==> src/common/mtg_pkg.sv <==
package mtg_pkg;
	// ---------------------------------------------------------------
	// register map (byte addresses)
	// ---------------------------------------------------------------
	localparam logic [7:0] OFS_CTRL = 8'h00;
	localparam logic [7:0] OFS_MODE = 8'h04;
	localparam logic [7:0] OFS_FIXED_DATA = 8'h08;
	localparam logic [7:0] OFS_FIXED_ADDR = 8'h0c;
	localparam logic [7:0] OFS_STATUS = 8'h10;
	localparam logic [7:0] OFS_ERR_ADDR = 8'h14;
	localparam logic [7:0] OFS_ERR_INFO = 8'h18;
	localparam logic [7:0] OFS_ERR_EXP = 8'h1c;
	localparam logic [7:0] OFS_ERR_READ = 8'h20;
	localparam logic [2:0] OFS_REPEAT_PAGE = 3'h2;
	// ---------------------------------------------------------------
	// fields and reset values
	// ---------------------------------------------------------------
	localparam int CB_RUN = 0;
	localparam int CB_MOD = 1;
	localparam int CB_CLR = 2;
	localparam int MF_AM = 4;
	localparam int MF_IM = 8;
	localparam int MF_OP = 12;
	localparam int MF_BL = 16;
	localparam logic [31:0] MODE_MASK = 32'h003f_7f7f;
	localparam logic [31:0] MODE_RST = 32'h000f_0222;
	localparam logic [31:0] ALFSR_RST = 32'h0000_0001;
	localparam logic [31:0] SEED_ALT = 32'h0000_0001;
	localparam logic [31:0] ADDR_STEP = 32'h0000_0004;
	localparam int ES_BL = 32;
	localparam int ES_FLAG = 40;
	localparam int ES_EXP = 64;
	localparam int ES_RD = 96;
	// ---------------------------------------------------------------
	// codes
	// ---------------------------------------------------------------
	localparam logic [2:0] OP_WR = 3'h0;
	localparam logic [2:0] OP_RD = 3'h1;
	localparam logic [3:0] DM_FIXED = 4'h1;
	localparam logic [3:0] DM_ADDR = 4'h2;
	localparam logic [3:0] DM_HAMMER = 4'h3;
	localparam logic [3:0] DM_REPEAT8 = 4'h4;
	localparam logic [3:0] DM_WALK1 = 4'h5;
	localparam logic [3:0] DM_WALK0 = 4'h6;
	localparam logic [3:0] DM_PRBS = 4'h7;
	localparam logic [3:0] DM_SLOWHAM = 4'h9;
	localparam logic [3:0] DM_TRAIN = 4'hf;
	localparam logic [2:0] AM_FIXED = 3'h1;
	localparam logic [2:0] AM_LFSR = 3'h2;
	localparam logic [2:0] AM_SEQ = 3'h3;
	localparam logic [3:0] IM_FIXED = 4'h1;
	localparam logic [3:0] IM_RAND = 4'h2;
	localparam logic [3:0] IM_WR0 = 4'he;
	localparam logic [3:0] IM_RD0 = 4'hf;
	localparam logic [7:0][7:0] TRAIN_SEQ = {8'h66, 8'h99, 8'haa, 8'h55,
		8'h55, 8'haa, 8'h00, 8'hff};
	typedef enum {PS_HAMMER, PS_WALKING, PS_PRBS, PS_ALL} mtg_pset_t;
	typedef enum logic [1:0] {ST_IDLE, ST_CMD, ST_WR, ST_RD} mtg_fsm_t;
	typedef struct packed {
		logic [31:0] addr;
		logic [5:0] burst_len;
		logic [2:0] opcode;
	} mtg_cmd_t;
	typedef struct packed {
		mtg_fsm_t fsm;
		mtg_cmd_t cmd;
		logic [3:0] dmode;
		logic cmd_push;
		logic wr_push;
		logic [31:0] wr_data;
		logic [5:0] beat;
		logic [31:0] alfsr;
		logic [31:0] seq_addr;
		logic [31:0] dlfsr;
		logic error;
		logic cmp_err;
		logic [127:0] status;
		logic [1:0] ctrl;
		logic clr;
		logic [31:0] mode;
		logic [31:0] fixed_data;
		logic [31:0] fixed_addr;
		logic [7:0][31:0] rep;
		logic aw_got;
		logic w_got;
		logic [7:0] aw_addr;
		logic [31:0] w_data;
		logic [3:0] w_strb;
		logic bvalid;
		logic rvalid;
		logic [31:0] rdata;
	} mtg_state_t;
endpackage

==> src/verilog/mtg_top.sv <==
`timescale 1ns/1ps
// Functional notes
// - error clear drops the latched error flag.
// - each transaction shows its 32-bit start address on the command bus.
// - burst length output is words minus one, 0..63 for 1..64.
// - command push is active high, the command queue write strobe.
// - while command full, push, address and opcode hold steady.
// - opcode is 000 for write, 001 for read.
// - write push, active high, marks valid write words.
// - runtime selectors affect traffic only while override enable is set.
// - data mode 1 sends the fixed word; mode 0 is reserved.
// - data mode 2 sends each beat's address (start address plus four per beat) as data.
// - mode 3 hammers ones/zeros per beat, quiet lane inverted, set-gated.
// - mode 4 cycles eight user words.
// - mode 5 walks a one, start lane from address, set-gated.
// - mode 6 walks a zero, start lane from address.
// - mode 7 sends 32-stage lfsr data seeded by start address.
// - mode 9 sends a slow hammer pattern.
// - mode f sends training bytes, reads only at address zero.
// - compare error asserts when expected and read words differ.
// - on an error with none latched, capture address, length, queue flags, expected, read.
// - address mode 1 fixed, 2 lfsr default, 3 sequential by width.
// - opcode mode 1 fixed, 2 random, e writes at 0, f reads at 0.
module mtg_top #(
	parameter mtg_pkg::mtg_pset_t PATTERN_SET = mtg_pkg::PS_ALL,
	parameter logic [4:0] QUIET_LANE_SEL = 5'h0
) (
	// clock and reset
	input wire logic aclk,
	input wire logic aresetn,
	// register bus
	input wire logic [7:0] s_axi_awaddr,
	input wire logic s_axi_awvalid,
	output logic s_axi_awready,
	input wire logic [31:0] s_axi_wdata,
	input wire logic [3:0] s_axi_wstrb,
	input wire logic s_axi_wvalid,
	output logic s_axi_wready,
	output logic [1:0] s_axi_bresp,
	output logic s_axi_bvalid,
	input wire logic s_axi_bready,
	input wire logic [7:0] s_axi_araddr,
	input wire logic s_axi_arvalid,
	output logic s_axi_arready,
	output logic [31:0] s_axi_rdata,
	output logic [1:0] s_axi_rresp,
	output logic s_axi_rvalid,
	input wire logic s_axi_rready,
	// controller command queue
	input wire logic ctrl_ready,
	output logic [31:0] cmd_addr,
	output logic [5:0] cmd_burst_len,
	output logic [2:0] cmd_opcode,
	output logic cmd_push,
	input wire logic cmd_full,
	// controller data queues
	output logic [31:0] wr_data,
	output logic wr_push,
	input wire logic wr_full,
	input wire logic [31:0] rd_data,
	input wire logic rd_empty,
	output logic rd_pop,
	// check results
	output logic cmp_error,
	output logic error,
	output logic [127:0] error_status
);
	mtg_pkg::mtg_state_t s, n;
	logic [31:0] exp_word;
	logic mismatch;

	function automatic logic [31:0] lfsr_step(input logic [31:0] x);
		return {x[30:0], x[31] ^ x[21] ^ x[1] ^ x[0]};
	endfunction

	// zero would lock the lfsr
	function automatic logic [31:0] seed(input logic [31:0] a);
		return (a == 32'h0) ? mtg_pkg::SEED_ALT : a;
	endfunction

	function automatic logic [31:0] merge(input logic [31:0] o,
		input logic [31:0] d, input logic [3:0] st);
		logic [31:0] r;
		r = o;
		for (int i = 0; i < 4; i++) begin
			if (st[i]) begin
				r[i*8 +: 8] = d[i*8 +: 8];
			end
		end
		return r;
	endfunction

	function automatic logic [31:0] pat_word(input logic [3:0] m,
		input logic [31:0] a, input logic [5:0] b, input logic [31:0] lf,
		input logic [31:0] fx, input logic [7:0][31:0] rep);
		logic [31:0] w;
		logic [4:0] pos;
		pos = a[6:2] + b[4:0];
		w = a + {24'h0, b, 2'h0};
		case (m)
			mtg_pkg::DM_FIXED: w = fx;
			mtg_pkg::DM_HAMMER: begin
				w = {32{~b[0]}};
				w[QUIET_LANE_SEL] = b[0];
			end
			mtg_pkg::DM_REPEAT8: w = rep[b[2:0]];
			mtg_pkg::DM_WALK1: w = 32'h0000_0001 << pos;
			mtg_pkg::DM_WALK0: w = ~(32'h0000_0001 << pos);
			mtg_pkg::DM_PRBS: w = lf;
			mtg_pkg::DM_SLOWHAM: w = {32{~b[3]}};
			mtg_pkg::DM_TRAIN: w = {4{mtg_pkg::TRAIN_SEQ[b[2:0]]}};
			default: w = a + {24'h0, b, 2'h0};
		endcase
		return w;
	endfunction

	function automatic logic [31:0] rd_mux(input mtg_pkg::mtg_state_t t,
		input logic [7:0] a, input logic rdy);
		logic [31:0] r;
		r = 32'h0;
		if (a[7:5] == mtg_pkg::OFS_REPEAT_PAGE && a[1:0] == 2'h0) begin
			r = t.rep[a[4:2]];
		end
		case (a)
			mtg_pkg::OFS_CTRL: r = {30'h0, t.ctrl};
			mtg_pkg::OFS_MODE: r = t.mode;
			mtg_pkg::OFS_FIXED_DATA: r = t.fixed_data;
			mtg_pkg::OFS_FIXED_ADDR: r = t.fixed_addr;
			mtg_pkg::OFS_STATUS: begin
				r = {29'h0, rdy, t.fsm != mtg_pkg::ST_IDLE, t.error};
			end
			mtg_pkg::OFS_ERR_ADDR: r = t.status[31:0];
			mtg_pkg::OFS_ERR_INFO: r = t.status[63:32];
			mtg_pkg::OFS_ERR_EXP: r = t.status[95:64];
			mtg_pkg::OFS_ERR_READ: r = t.status[127:96];
			default: r = r;
		endcase
		return r;
	endfunction

	// ---------------------------------------------------------------
	// outputs
	// ---------------------------------------------------------------
	assign s_axi_awready = !s.aw_got && !s.bvalid;
	assign s_axi_wready = !s.w_got && !s.bvalid;
	assign s_axi_arready = !s.rvalid;
	assign s_axi_bvalid = s.bvalid;
	assign s_axi_rvalid = s.rvalid;
	assign s_axi_rdata = s.rdata;
	assign s_axi_bresp = 2'h0;
	assign s_axi_rresp = 2'h0;
	assign cmd_addr = s.cmd.addr;
	assign cmd_burst_len = s.cmd.burst_len;
	assign cmd_opcode = s.cmd.opcode;
	assign cmd_push = s.cmd_push && ctrl_ready;
	assign wr_push = s.wr_push && ctrl_ready;
	assign wr_data = s.wr_data;
	assign rd_pop = (s.fsm == mtg_pkg::ST_RD) && !rd_empty;
	assign cmp_error = s.cmp_err;
	assign error = s.error;
	assign error_status = s.status;
	assign exp_word = pat_word(s.dmode, s.cmd.addr, s.beat, s.dlfsr,
		s.fixed_data, s.rep);
	assign mismatch = rd_pop && (rd_data != exp_word);

	// ---------------------------------------------------------------
	// next state
	// ---------------------------------------------------------------
	always_comb begin
		logic [3:0] dm;
		logic [2:0] am;
		logic [3:0] im;
		logic ok;
		logic [31:0] a;
		logic [2:0] op;
		ok = 1'b0;
		a = 32'h0;
		op = 3'h0;
		n = s;
		n.cmp_err = 1'b0;
		n.clr = 1'b0;
		// register writes, address and data in either order
		if (s_axi_awvalid && s_axi_awready) begin
			n.aw_got = 1'b1;
			n.aw_addr = s_axi_awaddr;
		end
		if (s_axi_wvalid && s_axi_wready) begin
			n.w_got = 1'b1;
			n.w_data = s_axi_wdata;
			n.w_strb = s_axi_wstrb;
		end
		if (s.bvalid && s_axi_bready) begin
			n.bvalid = 1'b0;
		end
		if (s.aw_got && s.w_got) begin
			n.aw_got = 1'b0;
			n.w_got = 1'b0;
			n.bvalid = 1'b1;
			if (s.aw_addr[7:5] == mtg_pkg::OFS_REPEAT_PAGE &&
				s.aw_addr[1:0] == 2'h0) begin
				n.rep[s.aw_addr[4:2]] = merge(s.rep[s.aw_addr[4:2]],
					s.w_data, s.w_strb);
			end
			case (s.aw_addr)
				mtg_pkg::OFS_CTRL: begin
					n.ctrl = 2'(merge({30'h0, s.ctrl}, s.w_data,
						s.w_strb));
					n.clr = s.w_strb[0] && s.w_data[mtg_pkg::CB_CLR];
				end
				mtg_pkg::OFS_MODE: begin
					n.mode = merge(s.mode, s.w_data, s.w_strb) &
						mtg_pkg::MODE_MASK;
				end
				mtg_pkg::OFS_FIXED_DATA: begin
					n.fixed_data = merge(s.fixed_data, s.w_data, s.w_strb);
				end
				mtg_pkg::OFS_FIXED_ADDR: begin
					n.fixed_addr = merge(s.fixed_addr, s.w_data, s.w_strb);
				end
				default: n.ctrl = n.ctrl;
			endcase
		end
		if (s_axi_arvalid && s_axi_arready) begin
			n.rvalid = 1'b1;
			n.rdata = rd_mux(s, s_axi_araddr, ctrl_ready);
		end
		if (s.rvalid && s_axi_rready) begin
			n.rvalid = 1'b0;
		end
		// selectors fall back to defaults unless override is on
		dm = mtg_pkg::DM_ADDR;
		am = mtg_pkg::AM_LFSR;
		im = mtg_pkg::IM_RAND;
		if (s.ctrl[mtg_pkg::CB_MOD]) begin
			dm = s.mode[3:0];
			am = s.mode[mtg_pkg::MF_AM +: 3];
			im = s.mode[mtg_pkg::MF_IM +: 4];
		end
		// patterns not built into this instance run as address data
		case (dm)
			mtg_pkg::DM_FIXED, mtg_pkg::DM_ADDR, mtg_pkg::DM_REPEAT8,
			mtg_pkg::DM_SLOWHAM, mtg_pkg::DM_TRAIN: ok = 1'b1;
			mtg_pkg::DM_HAMMER: begin
				ok = PATTERN_SET == mtg_pkg::PS_HAMMER ||
					PATTERN_SET == mtg_pkg::PS_ALL;
			end
			mtg_pkg::DM_WALK1, mtg_pkg::DM_WALK0: begin
				ok = PATTERN_SET == mtg_pkg::PS_WALKING ||
					PATTERN_SET == mtg_pkg::PS_ALL;
			end
			mtg_pkg::DM_PRBS: ok = PATTERN_SET == mtg_pkg::PS_ALL;
			default: ok = 1'b0;
		endcase
		case (am)
			mtg_pkg::AM_FIXED: a = s.fixed_addr;
			mtg_pkg::AM_SEQ: a = s.seq_addr;
			default: a = s.alfsr;
		endcase
		case (im)
			mtg_pkg::IM_FIXED: op = s.mode[mtg_pkg::MF_OP +: 3];
			mtg_pkg::IM_WR0: op = mtg_pkg::OP_WR;
			mtg_pkg::IM_RD0: op = mtg_pkg::OP_RD;
			default: op = {2'h0, s.alfsr[7]};
		endcase
		if (im == mtg_pkg::IM_WR0 || im == mtg_pkg::IM_RD0) begin
			a = 32'h0;
		end
		if (ok && dm == mtg_pkg::DM_TRAIN) begin
			op = mtg_pkg::OP_RD;
			a = 32'h0;
		end
		if (s.clr) begin
			n.error = 1'b0;
		end
		unique case (s.fsm)
			mtg_pkg::ST_IDLE: begin
				if (s.ctrl[mtg_pkg::CB_RUN] && ctrl_ready) begin
					n.cmd.addr = a;
					n.cmd.burst_len = s.mode[mtg_pkg::MF_BL +: 6];
					n.cmd.opcode = op;
					n.dmode = ok ? dm : mtg_pkg::DM_ADDR;
					n.alfsr = lfsr_step(s.alfsr);
					n.seq_addr = s.seq_addr + mtg_pkg::ADDR_STEP;
					n.cmd_push = 1'b1;
					n.fsm = mtg_pkg::ST_CMD;
				end
			end
			mtg_pkg::ST_CMD: begin
				if (cmd_push && !cmd_full) begin
					n.cmd_push = 1'b0;
					n.beat = 6'h0;
					n.dlfsr = seed(s.cmd.addr);
					n.fsm = mtg_pkg::ST_RD;
					if (s.cmd.opcode == mtg_pkg::OP_WR) begin
						n.fsm = mtg_pkg::ST_WR;
						n.wr_push = 1'b1;
						n.wr_data = pat_word(s.dmode, s.cmd.addr, 6'h0,
							seed(s.cmd.addr), s.fixed_data, s.rep);
					end
				end
			end
			mtg_pkg::ST_WR: begin
				if (wr_push && !wr_full) begin
					if (s.beat == s.cmd.burst_len) begin
						n.wr_push = 1'b0;
						n.fsm = mtg_pkg::ST_IDLE;
					end else begin
						n.beat = s.beat + 6'h1;
						n.dlfsr = lfsr_step(s.dlfsr);
						n.wr_data = pat_word(s.dmode, s.cmd.addr,
							s.beat + 6'h1, lfsr_step(s.dlfsr),
							s.fixed_data, s.rep);
					end
				end
			end
			mtg_pkg::ST_RD: begin
				if (rd_pop) begin
					n.beat = s.beat + 6'h1;
					n.dlfsr = lfsr_step(s.dlfsr);
					if (s.beat == s.cmd.burst_len) begin
						n.fsm = mtg_pkg::ST_IDLE;
					end
				end
			end
		endcase
		if (mismatch) begin
			n.cmp_err = 1'b1;
			n.error = 1'b1;
			if (!s.error) begin
				n.status = {rd_data, exp_word, 21'h0, rd_empty, wr_full,
					cmd_full, 2'h0, s.cmd.burst_len, s.cmd.addr};
			end
		end
	end

	always_ff @(posedge aclk) begin
		if (!aresetn) begin
			s <= '0;
			s.alfsr <= mtg_pkg::ALFSR_RST;
			s.mode <= mtg_pkg::MODE_RST;
		end else begin
			s <= n;
		end
	end

	// ---------------------------------------------------------------
	// checks
	// ---------------------------------------------------------------
	property p_cmd_ready;
		@(posedge aclk) disable iff (!aresetn)
		!ctrl_ready |-> !cmd_push;
	endproperty
	a_cmd_ready: assert property (p_cmd_ready)
		else $error("command push while controller not ready");
	property p_wr_ready;
		@(posedge aclk) disable iff (!aresetn)
		!ctrl_ready |-> !wr_push;
	endproperty
	a_wr_ready: assert property (p_wr_ready)
		else $error("write push while controller not ready");
	property p_cmd_hold;
		@(posedge aclk) disable iff (!aresetn)
		cmd_push && cmd_full && ctrl_ready |=> cmd_push &&
			$stable(cmd_addr) && $stable(cmd_opcode);
	endproperty
	a_cmd_hold: assert property (p_cmd_hold)
		else $error("command changed while queue full");
	property p_wr_hold;
		@(posedge aclk) disable iff (!aresetn)
		wr_push && wr_full && ctrl_ready |=> wr_push && $stable(wr_data);
	endproperty
	a_wr_hold: assert property (p_wr_hold)
		else $error("write word changed while queue full");
	property p_opcode;
		@(posedge aclk) disable iff (!aresetn)
		cmd_push |-> cmd_opcode == mtg_pkg::OP_WR ||
			cmd_opcode == mtg_pkg::OP_RD;
	endproperty
	a_opcode: assert property (p_opcode)
		else $error("illegal opcode pushed");
	property p_clear;
		@(posedge aclk) disable iff (!aresetn)
		s.clr && !mismatch |=> !error;
	endproperty
	a_clear: assert property (p_clear)
		else $error("error flag survived clear");
	property p_cmp;
		@(posedge aclk) disable iff (!aresetn)
		mismatch |=> cmp_error && error;
	endproperty
	a_cmp: assert property (p_cmp)
		else $error("mismatch not flagged");
	property p_capture;
		@(posedge aclk) disable iff (!aresetn)
		mismatch && !error |=> error_status[31:0] == cmd_addr &&
			error_status[37:32] == cmd_burst_len;
	endproperty
	a_capture: assert property (p_capture)
		else $error("error capture wrong");
	property p_train;
		@(posedge aclk) disable iff (!aresetn)
		cmd_push && s.dmode == mtg_pkg::DM_TRAIN |->
			cmd_opcode == mtg_pkg::OP_RD && cmd_addr == 32'h0;
	endproperty
	a_train: assert property (p_train)
		else $error("training mode issued non-read");
endmodule

==> config.mk <==
export PLATFORM = sky130hd
export DESIGN_NAME = mtg_top
export DESIGN_NICKNAME = d
export VERILOG_FILES = /design/src/common/mtg_pkg.sv /design/src/verilog/mtg_top.sv
export SDC_FILE = /design/constraint.sdc
export NUM_CORES = 2
export LEC_CHECK = 0
export ABC_AREA = 1
export BUFFER_PORTS_ARGS = -buffer_cell sky130_fd_sc_hd__buf_4
export CORE_UTILIZATION = 40
export CTS_CLUSTER_DIAMETER = 80
export DETAILED_ROUTE_END_ITERATION = 10
export PLACE_DENSITY = 0.57
export SETUP_SLACK_MARGIN = 0.05
export SYNTH_ARGS = -nofsm -noshare
export SYNTH_HDL_FRONTEND = slang
export SYNTH_SLANG_ARGS = --single-unit
==> constraint.sdc <==
create_clock -name aclk -period 7.85 [get_ports aclk]
set_input_delay 1.57 -clock aclk [delete_from_list [all_inputs] [get_ports aclk]]
set_output_delay 1.57 -clock aclk [all_outputs]
set_load 0.05 [all_outputs]
After elaboration in Yosys (flattened, before gate mapping)
Memory sizes are Yosys's and may differ from the RTL's. A register that Yosys moved wholly into a read port is not among the register bits.
Cells that the tools add are included.
{"block": "classes", "addsub": 6, "magnitude_cmp": 5, "n_eq_ne": 39, "shift": 3, "n_mux": 68, "n_bitwise": 15, "reduce_logical": 65}
{"operator": "$pmux W32 S8", "n": 2}
{"operator": "$mux W32", "n": 13}
{"operator": "$bmux W32 S3", "n": 4}
{"operator": "$pmux W32 S9", "n": 1}
{"operator": "$bwmux W256", "n": 1}
{"operator": "$pmux W32 S7", "n": 1}
{"operator": "$mux W130", "n": 1}
{"operator": "$mux W128", "n": 1}
{"operator": "$mux W8", "n": 14}
{"operator": "$demux W32 S3", "n": 1}
{"operator": "$not A32 Y32", "n": 3}
{"operator": "$pmux W32 S3", "n": 1}
{"operator": "$shl A1 B5 Y32 const A", "n": 3}
{"operator": "$pmux W33 S2", "n": 1}
{"operator": "$add A32 B8 Y32", "n": 2}
{"operator": "$pmux W32 S2", "n": 1}
{"operator": "$mux W48", "n": 1}
{"operator": "$reduce_and A3 Y1", "n": 14}
{"operator": "$mux W40", "n": 1}
{"operator": "$mux W39", "n": 1}
{"operator": "$mux W38", "n": 1}
{"operator": "$mux W33", "n": 1}
{"operator": "$add A32 B3 Y32 const B", "n": 1}
{"operator": "$eq A8 B4 Y1 const B", "n": 4}
{"operator": "42 further kinds", "n": 127}
{"block": "totals", "ff_bits": 713, "rom_bits": 144, "input_bits": 95, "output_inout_bits": 247, "elab_cells": 248, "mem_count": 3}
{"memory": "(name not given)", "words": 8, "word_bits": 8, "read_ports": 1, "rd_ports_with_merged_regs": 0, "wr": 0, "line_no": "mtg_top.sv:111", "text": "mtg_pkg::DM_TRAIN: w = {4{mtg_pkg::TRAIN_SEQ[b[2:0]]}};"}
{"memory": "(name not given)", "words": 8, "word_bits": 8, "read_ports": 1, "rd_ports_with_merged_regs": 1, "wr": 0, "line_no": "mtg_top.sv:111"}
{"memory": "(name not given)", "words": 16, "word_bits": 1, "read_ports": 1, "rd_ports_with_merged_regs": 0, "wr": 0, "line_no": "mtg_top.sv:240", "text": "case (dm)"}

Logic depth before layout (Yosys ltp)
{"block": "depth", "word_depth": 10, "mapped_depth": 29, "ltp_nobuf": 25}

Least setup slack after synthesis
OpenSTA, ideal clock, no wires.
{"block": "synth_timing", "kind": "input port to output port", "start": "input rd_empty", "end": "output rd_pop", "arrival_ns": 2.559, "t_required_ns": 6.280, "setup_slack_ns": 3.721, "cell_stages": 2, "n_path_buf": 1, "cell_sequence": "nor2_1 clkbuf_1"}
{"block": "synth_via", "elab_chain_cells": 2}
{"element": "start, declared", "line_no": "mtg_top.sv:61", "text": "input wire logic rd_empty,"}
{"element": "$logic_not A1 Y1", "line_no": "mtg_top.sv:158", "text": "assign rd_pop = (s.fsm == mtg_pkg::ST_RD) && !rd_empty;"}
{"element": "$logic_and A1 B1 Y1", "line_no": "mtg_top.sv:158"}
{"element": "end, declared", "line_no": "mtg_top.sv:62", "text": "output logic rd_pop,"}
Every way passes these cells.

Worst setup path after layout
{"block": "layout_timing", "start": "register s[661] in the netlist's numbering", "end": "register s (netlist bit wr_data[13])"}
{"block": "layout_via", "elab_chain_cells": 8, "elab_cells_between_ends": 18, "cone_classes": "3 x add/sub; 2 x eq/ne; 1 x shift; 7 x mux; 3 x bitwise; 1 x reduce/logical; 1 x memory"}
{"element": "start, declared", "line_no": "mtg_top.sv:68", "text": "mtg_pkg::mtg_state_t s, n;"}
{"element": "start signal, assigned", "line_no": "mtg_top.sv:342", "text": "s <= n;"}
{"element": "parallel branches: the longest is 8 deep, another holds $add A32 B8 Y32"}
Several ways; the timed one is not identified. The select of a mux whose other input is x is not followed.
A chain may end at the register's enable or synchronous reset.

==> results.yml <==
status:
  status: "finished, final reports clean"
detailed_routing:
  drcViolationCount: 0
  ant_nets: 0
  viasPerCell: 6.06
  dr.pass1.iters: 8
  wl_per_cell_um: 29.5
  drt_iter0_markers: 7524
  wirelength_um: 255000
  detailroute.via_count: 52409
sta:
  holdWs_ns: 0.471
  worst_slew_pin_slew_ns: 1.39
  skew_ns: 0.0273
  fin_crit_sh: 0.798
  finalHoldViolations: 0
  period_minus_slack_ns: 6.26
  fmax_ghz: 0.160
  setup_tns_ns: 0
  setup_viol: 0
  relSlewSlack: 0.0722
  rsz0062_at_grt: "false"
  postLayoutSetupSlackWorst_ns: 1.59
  drv_slew: 0
power_and_ir_drop:
  p_sw_mw: 5.39
  leakagePower_nw: 22.3
  max-vdd-ir-drop_mv: 0.158
  power_density_mw_per_mm2: 258
  sw_frac_of_total: 0.417
  comb_power_share: 0.329
  intPower_mw: 7.53
  pwr-share-seq: 0.330
  power_mw: 12.9
  clkPwrFrac: 0.342
global_route:
  globalRouteOverflowTotal: 0
  antenna_found_initial: 43
  grtUsageTotal: 0.424
  grt_max_degree: 207
  grt_pass1_wl_um: 351000
  grt_pass1_vias: 45007
yosys:
  yosysMostFrequentCell: "nand2_1"
  synth-edff-count: 0
  synth_area_leaders: "dfxtp_1 (32%), nand2_1 (10%), o21ai_0 (8.9%), inv_1 (8.1%), a21oi_1 (7.9%)"
  async_reset_ff_frac: 0
  ys_types: 50
  syn_area_per_cell_sq_um: 6.25
  ys_seq_elements: 715
  yosysTopAreaCell: "dfxtp_1"
  synth_flop_cell: "dfxtp_1"
  postSynthCellCount: 7252
  yosys_warnings: 0
  yosysSeqAreaShare: 0.316
  netlist.area_leader.share: 0.316
  synth_common_cells: "nand2_1 (1262), inv_1 (984), o21ai_0 (803)"
  netlist_area_sq_mm: 0.0453
placement:
  place_ws_ns: 1.91
  place_area_sq_mm: 0.0471
  place_congestion: 1.05
  portBuffers: 314
  dp.cells: 8480
  place_hpwl_um: 184000
finish:
  utilization: 0.446
  nNetsFinal: 7182
  syn_to_final_growth_pct: 10.6
  multi_input_area_sq_mm: 0.0238
  stdcell_count: 8651
  fillers: 12208
  seqCellArea_sq_mm: 0.0143
  layout-drive-gt1-share: 0.0882
  design_area_sq_mm: 0.0502
cts:
  cts_resized: 0
  cts_setup_buffers: 0
  cts_tree: "done"
  hold_buffers: 0
  cts.path.max_buffers: 3
  cts_buffers: 89
  ctsRootBufferMaster: "clkbuf_16"
  clk_pin_slew_ns: 0.06
  cts-htree-levels: 3
  clk_latency_ns: 0.71
  cts.sinks: 715
worst_setup_path:
  worst-setup-path-type: "reg -> reg"
  r2r-start: "s[661]"
  crit_path_end_kind: "flop"
  arrival_ns: 6.91
  cp-start-kind: "flop"
  cp.required_ns: 8.49
  critical_path.max_fanout: 87
  crit_start: "s[661]"
die:
  start_util: 0.403
  rows: 123
  coreArea_sq_mm: 0.112
  die_area_sq_mm: 0.115
  ios: 342
  chipHeight_um: 339
  die_x_um: 339
job:
  maxCapViolations: 0
worst_hold_path:
  hold_start: "cmd_addr[9]"
  hold_path_class: "reg -> reg"
## area by class of cell
type                            instances  share of cell area
Antenna cell                           11            0.000549
Multi-Input combinational cell       4839               0.475
Clock buffer                          127              0.0505
Inverter                              997              0.0749
Sequential cell                       715               0.286
Tap cell                             1500              0.0374
Clock inverter                         33              0.0108
Timing Repair Buffer                  429              0.0654
## critical path, cell delays in order, from the launching register on
cell and delay, ns:
dfxtp_4 0.98, ha_2 0.96, inv_2 0.64, fa_1 0.61, o21ai_0 0.41, xor2_2 0.16, buf_4 0.34, inv_1 0.53
o311ai_0 0.85, o41ai_1 0.34, nand3_1 0.14, o211ai_1 0.09, inv_1 0.08
## final timing paths
path | endpoint | slack (ns) | cells past startpoint
worst min-delay path | cmd_addr[9] | 0.47 | 2
worst max-delay path | wr_data[13] | 1.59 | 12
worst min register to register | cmd_addr[9] | 0.47 | 2
worst max register to register | wr_data[13] | 1.59 | 12
## kinds of logic (layout without fill, tap and decap cells)
kind of cell | Yosys count | in the layout | share of synthesized area
simple gates | 2628 | 2628 | 0.239
compound gates | 2138 | 2138 | 0.269
buf+inv | 1724 | 1586 | 0.166
flops | 715 | 715 | 0.316
xor+xnor | 30 | 30 | 0.00579
fa+ha+maj | 16 | 16 | 0.00475
other cells | 1 | 38 | 0.0000827
## sequential cells by signal, indices dropped and copies added (netlist names), named ones only
register and flops:
s 497, error_status 105, cmd_addr 32, s_axi_rdata 32, wr_data 32, cmd_burst_len 6, cmd_opcode 3, cmp_error 1
error 1, s_axi_bvalid 1, s_axi_rvalid 1
## layout by cell type (no fill, tap or decap), types with 13 or more instances in the layout
cell type     n
nor2_1      726
o211ai_1    154
o22ai_1     203
dfxtp_1     712
clkbuf_1     24
o311ai_0     51
ha_1         13
conb_1       27
inv_1       979
clkinv_2     16
nand3_1     435
o2111ai_1    46
a31oi_1      36
buf_4       424
o21ai_0     802
a21oi_1     713
nor3_1       50
a221oi_1     35
xor2_1       22
nand4_1      99
o221ai_1     22
clkbuf_16    91
nand2_1    1260
## metal layers
| layer | vias to the layer above | routed length [um] | global-route usage |
|---|---|---|---|
| met5 | - | 370 | 0 |
| met4 | 56 | 17900 | 0.257 |
| met3 | 701 | 30300 | 0.108 |
| met2 | 3367 | 106000 | 0.625 |
| met1 | 24659 | 101000 | 0.554 |
| li1 | 23626 | - | - |
## power by group through the flow
stage                     clock [mW]  combinational (mW)  sequential, mW
after global routing            4.58                4.46            4.26
final                           4.41                4.25            4.26
after floorplan                    0                2.85            4.04
after detailed placement           0                4.08            4.31
after CTS                       4.44                4.10            4.23
after global placement             0                4.07            4.31
No activity file was read; power rests on OpenSTA's default activity.
